--- src/urcg_pkg.sv ---
// Constants, register map and state codes for the receive command generator.
// Assumes a single 50 MHz clock shared by the link side and the register bus.
package urcg_pkg;
	localparam int CLK_PERIOD_NS  = 20;
	localparam int STARTUP_NS     = 200;
	localparam int STARTUP_CYCLES = (STARTUP_NS + CLK_PERIOD_NS - 1) /
		CLK_PERIOD_NS;

	localparam logic [7:0] CTRL_OFFSET   = 8'h00;
	localparam logic [7:0] STATUS_OFFSET = 8'h04;
	localparam logic [7:0] LATCH_OFFSET  = 8'h08;

	localparam int CTRL_HS_BIT      = 0;
	localparam int CTRL_LS_BIT      = 1;
	localparam int CTRL_OTG_BIT     = 2;
	localparam int CTRL_ASYNC_BIT   = 3;
	localparam int CTRL_RIDMASK_BIT = 4;
	localparam int CTRL_WIDTH       = 5;
	localparam logic [4:0] CTRL_RESET = 5'h04;

	localparam int LATCH_RID_BIT     = 0;
	localparam int STATUS_PEND_BIT   = 8;
	localparam int STATUS_DIR_BIT    = 9;

	localparam int CMD_LINE_LSB = 0;
	localparam int CMD_VBUS_LSB = 2;
	localparam int CMD_EVT_LSB  = 4;
	localparam int CMD_ID_BIT   = 6;
	localparam int CMD_ALT_BIT  = 7;

	localparam logic [1:0] LINE_SE0 = 2'h0;
	localparam logic [1:0] LINE_J   = 2'h1;
	localparam logic [1:0] LINE_K   = 2'h2;

	localparam logic [1:0] VBUS_BELOW_END  = 2'h0;
	localparam logic [1:0] VBUS_END_TO_SES = 2'h1;
	localparam logic [1:0] VBUS_SES_TO_VLD = 2'h2;
	localparam logic [1:0] VBUS_ABOVE_VLD  = 2'h3;

	localparam logic [1:0] EVT_NONE    = 2'h0;
	localparam logic [1:0] EVT_ACTIVE  = 2'h1;
	localparam logic [1:0] EVT_ERROR   = 2'h3;
	localparam logic [1:0] EVT_HOST_DISCONNECT_EVENT = 2'h2;

	typedef enum logic [5:0] {
		ST_START = 6'h01,
		ST_IDLE  = 6'h02,
		ST_TURN  = 6'h04,
		ST_SEND  = 6'h08,
		ST_RECV  = 6'h10,
		ST_ASYNC = 6'h20
	} urcg_state_t;
endpackage

--- src/urcg_encode.sv ---
// Builds the status byte from the present line, comparator and event levels.
// Assumes all inputs are already in the clock domain of the caller.
module urcg_encode (
	input  wire logic       hs_mode_in,
	input  wire logic       ls_mode_in,
	input  wire logic       otg_en_in,
	input  wire logic       dp_in,
	input  wire logic       dm_in,
	input  wire logic       squelch_in,
	input  wire logic       session_end_flag_in,
	input  wire logic       session_valid_flag_in,
	input  wire logic       vbus_valid_flag_in,
	input  wire logic       id_in,
	input  wire logic       rx_active_in,
	input  wire logic       rx_error_in,
	input  wire logic       host_disconnect_event_in,
	input  wire logic       alt_int_in,
	output logic      [1:0] line_out,
	output logic            line_idle_out,
	output logic      [7:0] cmd_out
);
	logic [1:0] vbus;
	logic [1:0] evt;

	always_comb begin
		if (hs_mode_in) begin
			line_out = squelch_in ? urcg_pkg::LINE_SE0 : urcg_pkg::LINE_J;
		end else begin
			line_out = {dm_in, dp_in};
		end
		// Low speed idles in K because the hub repeater inverts the lines.
		line_idle_out = (line_out ==
			(ls_mode_in ? urcg_pkg::LINE_K : urcg_pkg::LINE_J));
		if (vbus_valid_flag_in) begin
			vbus = urcg_pkg::VBUS_ABOVE_VLD;
		end else if (!otg_en_in) begin
			vbus = urcg_pkg::VBUS_BELOW_END;
		end else if (session_valid_flag_in) begin
			vbus = urcg_pkg::VBUS_SES_TO_VLD;
		end else if (session_end_flag_in) begin
			vbus = urcg_pkg::VBUS_BELOW_END;
		end else begin
			vbus = urcg_pkg::VBUS_END_TO_SES;
		end
		if (host_disconnect_event_in) begin
			evt = urcg_pkg::EVT_HOST_DISCONNECT_EVENT;
		end else if (rx_active_in) begin
			evt = rx_error_in ? urcg_pkg::EVT_ERROR : urcg_pkg::EVT_ACTIVE;
		end else begin
			evt = urcg_pkg::EVT_NONE;
		end
		cmd_out = {alt_int_in, id_in & otg_en_in, evt, vbus, line_out};
	end
endmodule // urcg_encode

--- src/urcg_main.sv ---
// Status byte generator on the transceiver side of the 8-bit link bus,
// with an APB register slave for control, status and the interrupt latch.
// Assumes the link, the transmit path and the receive path share clk_in.
//
// Function
// Status byte only while bus idle; DIR asserted first to own bus.
// Status bytes go out synchronously while the device owns the bus.
// One or several consecutive status bytes per bus ownership period.
// Byte carries line state, receive events and VBUS valid.
// With OTG enabled, byte also carries VBUS level and ID pin.
// Any change of decoded line state schedules a status byte.
// Any VBUS or ID comparator change schedules a status byte.
// During receive, status byte in each cycle with DIR high, NXT low.
// After start-up DIR release, status byte sent once STP low.
// On leaving async modes, byte sent after STP low and DIR low.
// During transmit, status bytes held until STP ends the transmit.
// Events during high-speed transmit wait until STP deasserts.
// Each byte shows conditions current when it is driven.
// Bits one to zero carry the line state.
// Bits three to two encode the VBUS level band.
// Bits five to four encode receive events and host disconnect.
// Bit six follows the ID pin: low A-side, high B-side.
// Bit seven set by any unmasked interrupt latch event.
// Link reads the interrupt latch on seeing bit seven set.
// Full/low speed line state comes from single-ended receivers.
// High speed line state: 00 squelch, 01 squelch released.
// Full speed: receive-active stays reported until lines idle.
// DIR assertion cycle is turnaround; byte valid the next cycle.
//
// Local design decisions: the APB slave port and the register addresses.
module urcg_main (
	input  wire logic        clk_in,
	input  wire logic        rst_in,
	input  wire logic        stp_in,
	input  wire logic  [7:0] data_in,
	output logic             dir_out,
	output logic             nxt_out,
	output logic       [7:0] data_out,
	output logic             data_oe_out,
	input  wire logic        dp_se_in,
	input  wire logic        dm_se_in,
	input  wire logic        squelch_in,
	input  wire logic        session_end_flag_in,
	input  wire logic        session_valid_flag_in,
	input  wire logic        vbus_valid_flag_in,
	input  wire logic        id_in,
	input  wire logic        rx_active_in,
	input  wire logic        rx_error_in,
	input  wire logic        rx_data_valid_in,
	input  wire logic  [7:0] rx_data_in,
	input  wire logic        host_disconnect_event_in,
	input  wire logic        tx_busy_in,
	input  wire logic        id_resistance_conversion_done_in,
	input  wire logic        psel_in,
	input  wire logic        penable_in,
	input  wire logic        pwrite_in,
	input  wire logic  [7:0] paddr_in,
	input  wire logic [31:0] pwdata_in,
	output logic      [31:0] prdata_out,
	output logic             pready_out,
	output logic             pslverr_out
);
	typedef struct packed {
		urcg_pkg::urcg_state_t state;
		logic [7:0]  cnt;
		logic        pend;
		logic        dir;
		logic        nxt;
		logic [7:0]  data;
		logic        oe;
		logic [4:0]  ctrl;
		logic        latch;
		logic [7:0]  last_cmd;
		logic [1:0]  prev_line;
		logic [4:0]  prev_cmp;
		logic        prev_hd;
		logic [31:0] prdata;
		logic        pready;
		logic        pslverr;
	} urcg_main_t;

	urcg_main_t s_reg;
	urcg_main_t s_next;

	logic [6:0] pins_sync;
	logic [1:0] line;
	logic       line_idle;
	logic [7:0] cmd;
	logic       rep_active;
	logic       alt_int;
	logic       ev;
	logic       send_ok;
	logic       apb_wr;
	logic       apb_setup;
	logic [4:0] cmp_now;

	// Pins from the analog front end are asynchronous to clk_in.
	urcg_sync #(
		.W(7)
	) u_sync (
		.clk_in(clk_in),
		.rst_in(rst_in),
		.d_in  ({dp_se_in, dm_se_in, squelch_in, session_end_flag_in,
			session_valid_flag_in, vbus_valid_flag_in, id_in}),
		.q_out (pins_sync)
	);

	assign alt_int = s_reg.latch & s_reg.ctrl[urcg_pkg::CTRL_RIDMASK_BIT];
	assign cmp_now = pins_sync[4:0];

	// Full speed keeps receive-active reported until the lines go idle, so
	// the link cannot turn the bus round inside two bit times.
	assign rep_active = rx_active_in |
		(~s_reg.ctrl[urcg_pkg::CTRL_HS_BIT] & (s_reg.state == urcg_pkg::ST_RECV)
		& ~line_idle);

	urcg_encode u_enc (
		.hs_mode_in              (s_reg.ctrl[urcg_pkg::CTRL_HS_BIT]),
		.ls_mode_in              (s_reg.ctrl[urcg_pkg::CTRL_LS_BIT]),
		.otg_en_in               (s_reg.ctrl[urcg_pkg::CTRL_OTG_BIT]),
		.dp_in                   (pins_sync[6]),
		.dm_in                   (pins_sync[5]),
		.squelch_in              (pins_sync[4]),
		.session_end_flag_in     (pins_sync[3]),
		.session_valid_flag_in   (pins_sync[2]),
		.vbus_valid_flag_in      (pins_sync[1]),
		.id_in                   (pins_sync[0]),
		.rx_active_in            (rep_active),
		.rx_error_in             (rx_error_in),
		.host_disconnect_event_in(host_disconnect_event_in),
		.alt_int_in              (alt_int),
		.line_out                (line),
		.line_idle_out           (line_idle),
		.cmd_out                 (cmd)
	);

	// A host disconnect is reported in a byte of its own, set and clear alike.
	assign ev = (line != s_reg.prev_line) | (cmp_now != s_reg.prev_cmp) |
		(host_disconnect_event_in != s_reg.prev_hd);
	// Bus must be idle, no transmit running and STP released.
	assign send_ok = s_reg.pend & ~tx_busy_in & ~stp_in &
		(data_in == 8'h00);
	assign apb_setup = psel_in & ~penable_in;
	assign apb_wr = psel_in & penable_in & s_reg.pready & pwrite_in;

	always_comb begin
		s_next           = s_reg;
		s_next.prev_line = line;
		s_next.prev_cmp  = cmp_now;
		s_next.prev_hd   = host_disconnect_event_in;
		s_next.pend      = s_reg.pend | ev;
		if (ev || (alt_int && !s_reg.last_cmd[urcg_pkg::CMD_ALT_BIT])) begin
			s_next.pend = 1'b1;
		end
		unique case (s_reg.state)
			urcg_pkg::ST_START: begin
				s_next.cnt = s_reg.cnt + 8'h01;
				if (s_reg.cnt == 8'(urcg_pkg::STARTUP_CYCLES - 1)) begin
					s_next.state = urcg_pkg::ST_IDLE;
					s_next.dir   = 1'b0;
					s_next.pend  = 1'b1;
				end
			end
			urcg_pkg::ST_IDLE: begin
				if (rx_active_in) begin
					// A packet takes priority; DIR and NXT rise together.
					s_next.state = urcg_pkg::ST_RECV;
					s_next.dir   = 1'b1;
					s_next.nxt   = 1'b1;
				end else if (s_reg.ctrl[urcg_pkg::CTRL_ASYNC_BIT]) begin
					s_next.state = urcg_pkg::ST_ASYNC;
					s_next.dir   = 1'b1;
				end else if (send_ok) begin
					s_next.state = urcg_pkg::ST_TURN;
					s_next.dir   = 1'b1;
				end
			end
			urcg_pkg::ST_TURN: begin
				s_next.state = urcg_pkg::ST_SEND;
				s_next.oe    = 1'b1;
				s_next.data  = cmd;
				s_next.pend  = ev;
			end
			urcg_pkg::ST_SEND: begin
				if (rx_active_in) begin
					s_next.state = urcg_pkg::ST_RECV;
					s_next.nxt   = rx_data_valid_in;
					s_next.data  = rx_data_valid_in ? rx_data_in : cmd;
				end else if (s_reg.pend) begin
					s_next.data = cmd;
					s_next.pend = ev;
				end else begin
					s_next.state = urcg_pkg::ST_IDLE;
					s_next.dir   = 1'b0;
					s_next.oe    = 1'b0;
				end
			end
			urcg_pkg::ST_RECV: begin
				s_next.oe = 1'b1;
				if (rx_data_valid_in) begin
					s_next.nxt  = 1'b1;
					s_next.data = rx_data_in;
				end else begin
					s_next.nxt  = 1'b0;
					s_next.data = cmd;
					s_next.pend = ev;
					if (!rep_active) begin
						s_next.state = urcg_pkg::ST_SEND;
					end
				end
			end
			urcg_pkg::ST_ASYNC: begin
				if (!s_reg.ctrl[urcg_pkg::CTRL_ASYNC_BIT] && !stp_in) begin
					s_next.state = urcg_pkg::ST_IDLE;
					s_next.dir   = 1'b0;
					s_next.pend  = 1'b1;
				end
			end
			default: begin
				s_next.state = urcg_pkg::ST_IDLE;
				s_next.dir   = 1'b0;
				s_next.nxt   = 1'b0;
				s_next.oe    = 1'b0;
			end
		endcase
		if (s_next.oe && !s_next.nxt) begin
			s_next.last_cmd = s_next.data;
		end
		// Register slave: answer prepared in setup, given in the access cycle.
		s_next.pready  = apb_setup;
		s_next.pslverr = 1'b0;
		s_next.prdata  = 32'h0000_0000;
		if (apb_setup) begin
			unique case (paddr_in)
				urcg_pkg::CTRL_OFFSET:   s_next.prdata = {27'h0, s_reg.ctrl};
				urcg_pkg::STATUS_OFFSET: s_next.prdata = {22'h0, s_reg.dir,
					s_reg.pend, s_reg.last_cmd};
				urcg_pkg::LATCH_OFFSET:  s_next.prdata = {31'h0, s_reg.latch};
				default:                 s_next.pslverr = 1'b1;
			endcase
		end
		if (apb_wr && paddr_in == urcg_pkg::CTRL_OFFSET) begin
			s_next.ctrl = pwdata_in[urcg_pkg::CTRL_WIDTH-1:0];
		end
		// Write one to clear; a new conversion event in the same cycle wins.
		if (apb_wr && paddr_in == urcg_pkg::LATCH_OFFSET &&
			pwdata_in[urcg_pkg::LATCH_RID_BIT]) begin
			s_next.latch = 1'b0;
		end
		if (id_resistance_conversion_done_in) begin
			s_next.latch = 1'b1;
		end
	end

	always_ff @(posedge clk_in or posedge rst_in) begin
		if (rst_in) begin
			s_reg          <= '0;
			s_reg.state    <= urcg_pkg::ST_START;
			s_reg.dir      <= 1'b1;
			s_reg.ctrl     <= urcg_pkg::CTRL_RESET;
		end else begin
			s_reg <= s_next;
		end
	end

	assign dir_out     = s_reg.dir;
	assign nxt_out     = s_reg.nxt;
	assign data_out    = s_reg.data;
	assign data_oe_out = s_reg.oe;
	assign prdata_out  = s_reg.prdata;
	assign pready_out  = s_reg.pready;
	assign pslverr_out = s_reg.pslverr;
endmodule // urcg_main

--- src/urcg_sync.sv ---
// Two-stage synchroniser for a group of asynchronous level inputs.
// Assumes each bit is an independent level; no word coherence is offered.
module urcg_sync #(
	parameter int W = 1
) (
	input  wire logic         clk_in,
	input  wire logic         rst_in,
	input  wire logic [W-1:0] d_in,
	output logic      [W-1:0] q_out
);
	typedef struct packed {
		logic [W-1:0] s1;
		logic [W-1:0] s2;
	} urcg_sync_t;

	urcg_sync_t s_reg;
	urcg_sync_t s_next;

	always_comb begin
		s_next    = s_reg;
		s_next.s1 = d_in;
		s_next.s2 = s_reg.s1;
	end

	always_ff @(posedge clk_in or posedge rst_in) begin
		if (rst_in) begin
			s_reg <= '0;
		end else begin
			s_reg <= s_next;
		end
	end

	assign q_out = s_reg.s2;
endmodule // urcg_sync

--- config.mk ---
export PLATFORM = sky130hd
export DESIGN_NAME = urcg_main
export DESIGN_NICKNAME = d
export VERILOG_FILES = /design/src/urcg_pkg.sv /design/src/urcg_encode.sv /design/src/urcg_main.sv /design/src/urcg_sync.sv
export SDC_FILE = /design/constraint.sdc
export NUM_CORES = 1
export LEC_CHECK = 0
export ABC_AREA = 1
export BUFFER_PORTS_ARGS = -buffer_cell sky130_fd_sc_hd__clkbuf_2
export CAP_MARGIN = 40
export CORE_MARGIN = 2
export CORE_UTILIZATION = 30
export DETAILED_ROUTE_END_ITERATION = 7
export SYNTH_ARGS = -nofsm -noshare
export SYNTH_HDL_FRONTEND = slang
export SYNTH_HIERARCHICAL = 1
export SYNTH_SLANG_ARGS = --single-unit
export TNS_END_PERCENT = 20
--- constraint.sdc ---
create_clock -name clk_in -period 1.87 [get_ports clk_in]
set_input_delay 0.2805 -clock clk_in [delete_from_list [all_inputs] [get_ports clk_in]]
set_output_delay 0.2805 -clock clk_in [all_outputs]
set_load 0.005 [all_outputs]
; Word level (Yosys, flattened, before mapping)
; Cells that the tools add are included.
[totals]
out_inout_bits = 45
reg_bits = 96
[op_classes]
n_eq_ne = 21
reduce_logical = 20
n_addsub = 1
mux = 49
bitwise = 21
[ops]
columns = cell, count
row1 = $mux 6, 9
row2 = $pmux 6 s6, 1
row3 = $pmux 10 s3, 1
row4 = $mux 8, 3
row5 = $pmux 8 s3, 1
row6 = $mux 2, 11
row7 = $mux 1, 17
row8 = $eq 8x4->1 const B, 2
row9 = $logic_not 8->1, 2
row10 = $ne 2x2->1 const B, 6
row11 = $reduce_and 6->1, 2
row12 = $and 1x1->1, 11
row13 = $mux 10, 1
row14 = $pmux 1 s5, 2
row15 = $mux 9, 1
row16 = $reduce_or 3->1, 3
row17 = $add 8x1->8 const B, 1
row18 = $eq 8x3->1 const B, 1
row19 = $eq 6x1->1 const B, 1
row20 = $eq 6x2->1 const B, 1
row21 = $eq 6x3->1 const B, 1
row22 = $eq 6x4->1 const B, 1
row23 = $eq 6x5->1 const B, 1
row24 = $eq 6x6->1 const B, 1
row25 = other kinds (15), 31

; Depth between registers and ports, before layout
; Gate-level depths: netlist of run 1.
[depth]
word_depth = 12
mapped_depth = 16

; By module
; Netlist of run 1, hierarchy kept.
[by_module_without_submodules]
columns = mod, cells_per_inst, instances, area_each_um2, seq_area_each_um2
row1 = urcg_main, 408, 1, 3430.8, 1505.2
row2 = urcg_sync, 15, 1, 354.1, 350.3
row3 = urcg_encode, 30, 1, 132.6, 0.0

; Worst setup path after synthesis of run 1
; OpenSTA, ideal clock, no wires.
[synth_path]
path_type = register to register
start = register s_reg[51] in the netlist's numbering
end = register s_reg[46] in the netlist's numbering
required_ps = 1805
arrival_ps = 1717
path_slack_ps = 88
path_buffers = 0
stages_incl_launch_ff = 17
synth_period_minus_slack_ps = 1782
cell_sequence = dfrtp_1 inv_2 nand2_1 nand2_2 nand2_1 nand2_1 inv_1 or2_2 o21ai_0 inv_1 nor2_1 nand2_1 nand2_1 nand2_1 nand3_1 nand2_1 nand2_1
[synth_lines]
columns = element, line_no
row1 = "start, declared", urcg_main.sv:82  ; urcg_main_t s_reg;
row2 = "start signal, assigned", urcg_main.sv:262  ; s_reg <= s_next;

==> out/results.txt, run 1 <==
global-route wire length before repair = 14500 um
Crit Reg-Reg Endpoint = s_reg[46]
Bufs on Longest Clock Path = 2
layout cell share with drive strength beyond 1 = 28.2%
CP startpoint kind = flip-flop
Synth-to-Final Area Change = 19.7%
IO Count = 120
critical path startpoint = s_reg[51]
fmax = 0.564 GHz
hold_sp = id_in
crit path to = s_reg[46]
area fraction in and, or, nand and nor cells after synthesis = 32.6%
dpl cells = 684
largest family of logic cells by synthesized area = simple AND/OR/NAND/NOR gates
Tmin final = 1770 ps
post-route total power = 5260 uW
PD cells = 1120 nW/um^2
Met3 Routed Length = 492 um
Routed WL = 8870 um
vias in the first global route = 3044
initial DRC count = 212
Critical Path AT = 2040 ps
GRT Util Overall = 13.0%
Post-DRT Antenna Nets = 0
register-to-register path setup slack = 100 ps
max-slew violations = 0
RSZ-0062 raised after global routing = true
die width = 118 um
library cells used by synthesis = 38
core area = 12700 um^2
Yosys warning count = 6
reg2reg start = s_reg[51]
Worst Skew = 6.71 ps
H-tree depth = 3
setup total negative slack = 0 ps
clk sink count = 74
initial antenna violation count = 0
M1 WL = 3930 um
WP data required = 2140 ps
fin util = 37.0%
Rows = 41
DRC = 0
die height = 118 um
Synth Register Bits = 74
XOR/XNOR Fraction of Synth Area = 3.13%
Num CTS Buffers = 9
die area = 14000 um^2
Async SR Flop Fraction = 100%
worst skew pair latency = 330 ps
period utilization = 94.8%
worst-case reg-to-reg path depth = 16
clock slew at reported path FFs = 60 ps
Initial Util = 30.9%
Fillers = 1313
Setup-failing EPs final = 0
number of flip-flops under the largest register name = 37
CTS root buf = clkbuf_16
total inserted antenna cells = 0
max capacitance violation total = 0
PortBufs = 70
first drt pass iteration count = 4
synthesized area per cell = 8.65 um^2
crit end category = flip-flop
final RePlAce weighted congestion = 0.865
top layer in use = met4
final-report hold violation count = 0
grt total ovfl = 0
sequential element share of the synthesized area = 47.4%
leading cell type in the layout, fill and taps excluded = nand2_1
Adder-Cell Fraction of Synth Area = 0.639%
mux share of post-synthesis cell area = 0%
Gate Count Post-Synth = 453
worst hold path type = in -> reg
vias per cell = 4.35
Detailed Place HPWL = 6860 um
Synth Area in Compound Gates = 3.74%
worst-path maximum fanout = 6
CP Class = reg -> reg
clock tree from TritonCTS = yes
DR WL/cell = 12.7 um
Final Non-Filler Cells = 701
largest net degree at the start of global routing = 61
area of the mapped netlist = 3920 um^2
most frequent cells in the layout = nand2_1 (123), dfrtp_1 (70), clkbuf_2 (70)
Primary FF master, synth = dfrtp_1
status = finished clean
met2 wire length = 4300 um
Leakage = 0.00241 uW
Post-synth EDFFs = 0
vias = 3050
Peak VDD IR = 0.654 mV
fin nets = 602
## cells in the mapped netlist (3+ instances only)
cell / count / area (um^2)
nand2_1: 123 / 462
dfrtp_1: 71 / 1780
nor2_1: 51 / 191
buf_4: 44 / 330
inv_1: 31 / 116
nand3_1: 24 / 120
nand4_1: 11 / 68.8
xnor2_1: 8 / 70.1
inv_2: 7 / 26.3
o21ai_0: 7 / 35.0
nand3_2: 6 / 60.1
nor2_2: 6 / 37.5
xor2_1: 6 / 52.6
a21oi_1: 5 / 25.0
nand2_2: 5 / 31.3
nor3_1: 5 / 25.0
a22oi_1: 4 / 30.0
nand3_4: 4 / 70.1
nor2_4: 4 / 45.0
a21o_1: 3 / 22.5
dfstp_2: 3 / 78.8
nor2_8: 3 / 60.1
## layer usage
layer,global-route usage [%],up-vias
met3,2.85,16
met5,0,-
met2,21.4,91
met1,16.9,1432
met4,4.59,0
li1,-,1511
## logic make-up (layout without fill, tap and decap cells)
logic type,Yosys count,count (layout)
and+or+nand+nor,254,254
buffers and inverters,85,140
DFF,74,74
AOI/OAI and AO/OA,23,23
xor gates and xnor gates,14,14
adders and majority gates,2,2
other,1,22
## repair_timing
action | 4_1_cts | 5_1_grt
setup endpoints to repair | 4 | 6
pin swaps | 0 | 3
hold endpoints to repair | 14 | 0
setup buffers | 1 | 0
hold buffers | 1 | 0
resized for setup | 7 | 1
## worst max-delay path, stage by stage, from the launching register on
cell and delay, ps:
dfrtp_2 450, inv_2 80, nand2_1 60, nand2_1 60, nand2_1 50, nand2_1 50
inv_1 30, or2_4 230, o21ai_2 130, inv_1 60, nor2_2 120, nand2_1 60
nand2_1 60, nand2_1 60, nand3_2 90, nand2_1 50, nand2_1 70
## layout make-up
class	count	area [um^2]	area share (%)
sequential	74	1860	39.6
multi-input combinational	315	1670	35.7
clock buffer	9	225	4.80
timing repair buffer	85	478	10.2
inverter	40	150	3.20
clock inverter	6	90.1	1.92
tap	172	215	4.59
## how the worst min path moves through the flow
stage / to / slack [ps] / cells after the start
3_3_place_gp: u_sync/s_next[3] / 320 / 2
4_1_cts: u_sync/s_next[1] / 50 / 1
3_5_place_dp: u_sync/q_out[1] / 330 / 0
2_1_floorplan: u_sync/q_out[0] / 170 / 1
5_1_grt: u_sync/s_next[1] / 40 / 1
6_report: u_sync/s_next[0] / 50 / 1
## where the power goes
| group | internal [uW] | switching [uW] | total (uW) | leakage, uW |
|---|---|---|---|---|
| logic | 490 | 863 | 1350 | 0.00133 |
| clock network | 1160 | 669 | 1830 | 0.000152 |
| registers | 1850 | 227 | 2080 | 0.000928 |
## through the flow
stage	instance area (um^2)	setup WS, ps	hold slack [ps]
after floorplan	4000	87.7	170
after global placement	4340	-25.3	320
after detailed placement	4340	-89.1	335
after CTS	4690	19.1	45.0
after global routing	4690	-86.1	43.8
final	4690	97.8	52.0
Power figures use the tool's default switching activity.
==> inputs of run 2 (changes only) <==
--- a/config.mk
+++ b/config.mk
@@ -6,11 +6,11 @@
 export NUM_CORES = 1
 export LEC_CHECK = 0
 export ABC_AREA = 1
-export BUFFER_PORTS_ARGS = -buffer_cell sky130_fd_sc_hd__clkbuf_2
 export CAP_MARGIN = 40
 export CORE_MARGIN = 2
 export CORE_UTILIZATION = 30
 export DETAILED_ROUTE_END_ITERATION = 7
+export DONT_BUFFER_PORTS = 1
 export SYNTH_ARGS = -nofsm -noshare
 export SYNTH_HDL_FRONTEND = slang
 export SYNTH_HIERARCHICAL = 1
==> run 2 against run 1 <==
Compared with the run above:
- register-to-register slack about the same
- flip-flop and latch count unchanged
- critical path depth is the same
- clock power hardly changed
- first-iteration DRC count is 18% lower
- largest cell class unchanged
==> out/results.txt, run 2 (synthesis results as in run 1) <==
status = finished clean (unchanged)
max-slew violations = 0 (unchanged)
fmax = 0.562 GHz (was 0.564 GHz)
worst skew pair latency = 330 ps (about the same)
vias in the first global route = 2863 (was 3044)
DR WL/cell = 13.8 um (was 12.7 um)
top layer in use = met4 (unchanged)
max capacitance violation total = 0 (unchanged)
final instance area = 4420 um^2 (was 4690 um^2)
normalized max-slew margin = 66.1%
M1 WL = 3770 um (was 3930 um)
PD cells = 1160 nW/um^2 (was 1120 nW/um^2)
leading cell type in the layout, fill and taps excluded = nand2_1 (unchanged)
Routed WL = 8810 um (was 8870 um)
crit end category = flip-flop (unchanged)
Detailed Place HPWL = 6810 um (was 6860 um)
dpl cells = 613 (was 684)
sequential share of power = 41.1% (was 39.4%)
initial antenna violation count = 0 (unchanged)
largest net degree at the start of global routing = 36 (was 61)
worst hold path type = in -> reg (unchanged)
Fin Hold WS = 43.3 ps (was 52.0 ps)
RSZ-0062 raised after global routing = true (unchanged)
period utilization = 95.2% (was 94.8%)
CP startpoint kind = flip-flop (unchanged)
Final Non-Filler Cells = 638 (was 701)
layout cell share with drive strength beyond 1 = 17.2% (was 28.2%)
die height = 118 um (unchanged)
Psw = 1720 uW (was 1760 uW)
worst-case reg-to-reg path depth = 16 (unchanged)
Worst Hold Path Cells = 1 (unchanged)
Met3 Routed Length = 650 um (was 492 um)
Worst Skew = 6.66 ps (was 6.71 ps)
Setup-failing EPs final = 0 (unchanged)
grt total ovfl = 0 (unchanged)
final-report hold violation count = 0 (unchanged)
die area = 14000 um^2 (unchanged)
die width = 118 um (unchanged)
CP Class = reg -> reg (unchanged)
Initial Util = 30.9% (unchanged)
clock slew at reported path FFs = 60 ps (about the same)
combinational power share = 23.3% (was 25.7%)
met2 wire length = 4290 um (was 4300 um)
total inserted antenna cells = 0 (unchanged)
most frequent cells in the layout = nand2_1 (120), dfrtp_1 (71), nor2_1 (50) (was nand2_1 (123), dfrtp_1 (70), clkbuf_2 (70))
final RePlAce weighted congestion = 0.919 (was 0.865)
Peak VDD IR = 0.925 mV (was 0.654 mV)
PortBufs = 0 (was 70)
area of placed instances = 3980 um^2 (was 4340 um^2)
Clock power frac = 35.7% (was 34.8%)
core area = 12700 um^2 (unchanged)
fin util = 34.9% (was 37.0%)
vias per cell = 4.53 (was 4.35)
Tightest Pin Transition = 509 ps
Sw Share = 33.4% (about the same)
GRT Util Overall = 12.7% (was 13.0%)
Bufs on Longest Clock Path = 2 (unchanged)
number of flip-flops under the largest register name = 37 (unchanged)
initial DRC count = 174 (was 212)
worst-path maximum fanout = 5 (was 6)
IO Count = 120 (unchanged)
clk sink count = 74 (unchanged)
clock tree from TritonCTS = yes (unchanged)
Synth-to-Final Area Change = 12.8% (was 19.7%)
Leakage = 0.00214 uW (was 0.00241 uW)
first drt pass iteration count = 4 (unchanged)
global-route wire length before repair = 14200 um (was 14500 um)
Critical Path AT = 2040 ps (about the same)
CTS root buf = clkbuf_16 (unchanged)
vias = 2887 (was 3050)
fin nets = 539 (was 602)
worst setup margin = 90.6 ps (was 97.8 ps)
H-tree depth = 3 (unchanged)
Rows = 41 (unchanged)
Post-DRT Antenna Nets = 0 (unchanged)
Tmin final = 1780 ps (was 1770 ps)
Num CTS Buffers = 9 (unchanged)
DRC = 0 (unchanged)
cell-internal power = 3420 uW (was 3500 uW)
dpl ws = -100 ps (was -89.1 ps)
WP data required = 2130 ps (was 2140 ps)
[run 2: changes by cell type in the layout (fill, tap and decap cells not counted)]
cell	before	now
nand3_1	23	22
o21ai_2	2	1
nand2_1	123	120
buf_4	13	12
clkbuf_2	70	0
nand2_2	5	8
dlygate4sd3_1	1	9
dfrtp_2	1	0
dfrtp_1	70	71
o21ai_0	5	6
nand3_2	7	8
[run 2: power by group through the flow]
stage                     registers (uW)  logic (uW)  clock network, uW
after floorplan                     2040        1080                  0
after global placement              2140        1140                  0
after detailed placement            2150        1160                  0
after CTS                           2120        1190               1860
after global routing                2150        1350               1930
final                               2110        1190               1830
[run 2: layout make-up]
cell class / instances / area, um^2
Fill cell: 1320 / 8250
Sequential cell: 74 / 1860
Multi-Input combinational cell: 315 / 1680
Clock buffer: 9 / 225
Tap cell: 172 / 215
Timing Repair Buffer: 22 / 200
Inverter: 40 / 150
Clock inverter: 6 / 90.1
[run 2: worst paths after layout]
check	startpoint	to	slack [ps]
max	s_reg[51]	s_reg[46]	90
min	id_resistance_conversion_done_in	s_reg[50]	40
max reg2reg	s_reg[51]	s_reg[46]	90
min reg2reg	u_sync/s_next[6]	u_sync/q_out[6]	340
max in group asynchronous	rst_in	s_reg[76]	980
min in group asynchronous	rst_in	data_out[1]	320
[run 2: through the flow]
step,TNS [ps],power [uW]
floorplan,0,3110
global placement,-63.1,3280
detailed placement,-152,3310
CTS,0,5180
global route,-88.3,5420
finish,0,5130
[run 2: routing by layer]
metal / up-vias / track usage (%)
met5: - / 0
met2: 111 / 20.9
li1: 1392 / -
met1: 1372 / 16.0
met4: 0 / 3.46
met3: 12 / 4.30
[run 2: worst max-delay path, stage by stage (launching register included)]
cell,delay [ps]
dfrtp_1,430
inv_2,100
nand2_2,60
nand2_1,60
nand2_1,50
nand2_1,50
inv_1,30
or2_4,230
o21ai_2,130
inv_1,70
nor2_2,120
nand2_1,60
nand2_1,70
nand2_1,60
nand3_2,90
nand2_2,50
nand2_1,60
[run 2: timing repair]
action	in CTS	in global routing
buffers inserted	1	0
endpoints found under the hold margin	60	0
endpoints found under the setup margin	2	4
gates resized for setup	4	5
pin swaps	0	6
hold buffers	9	0
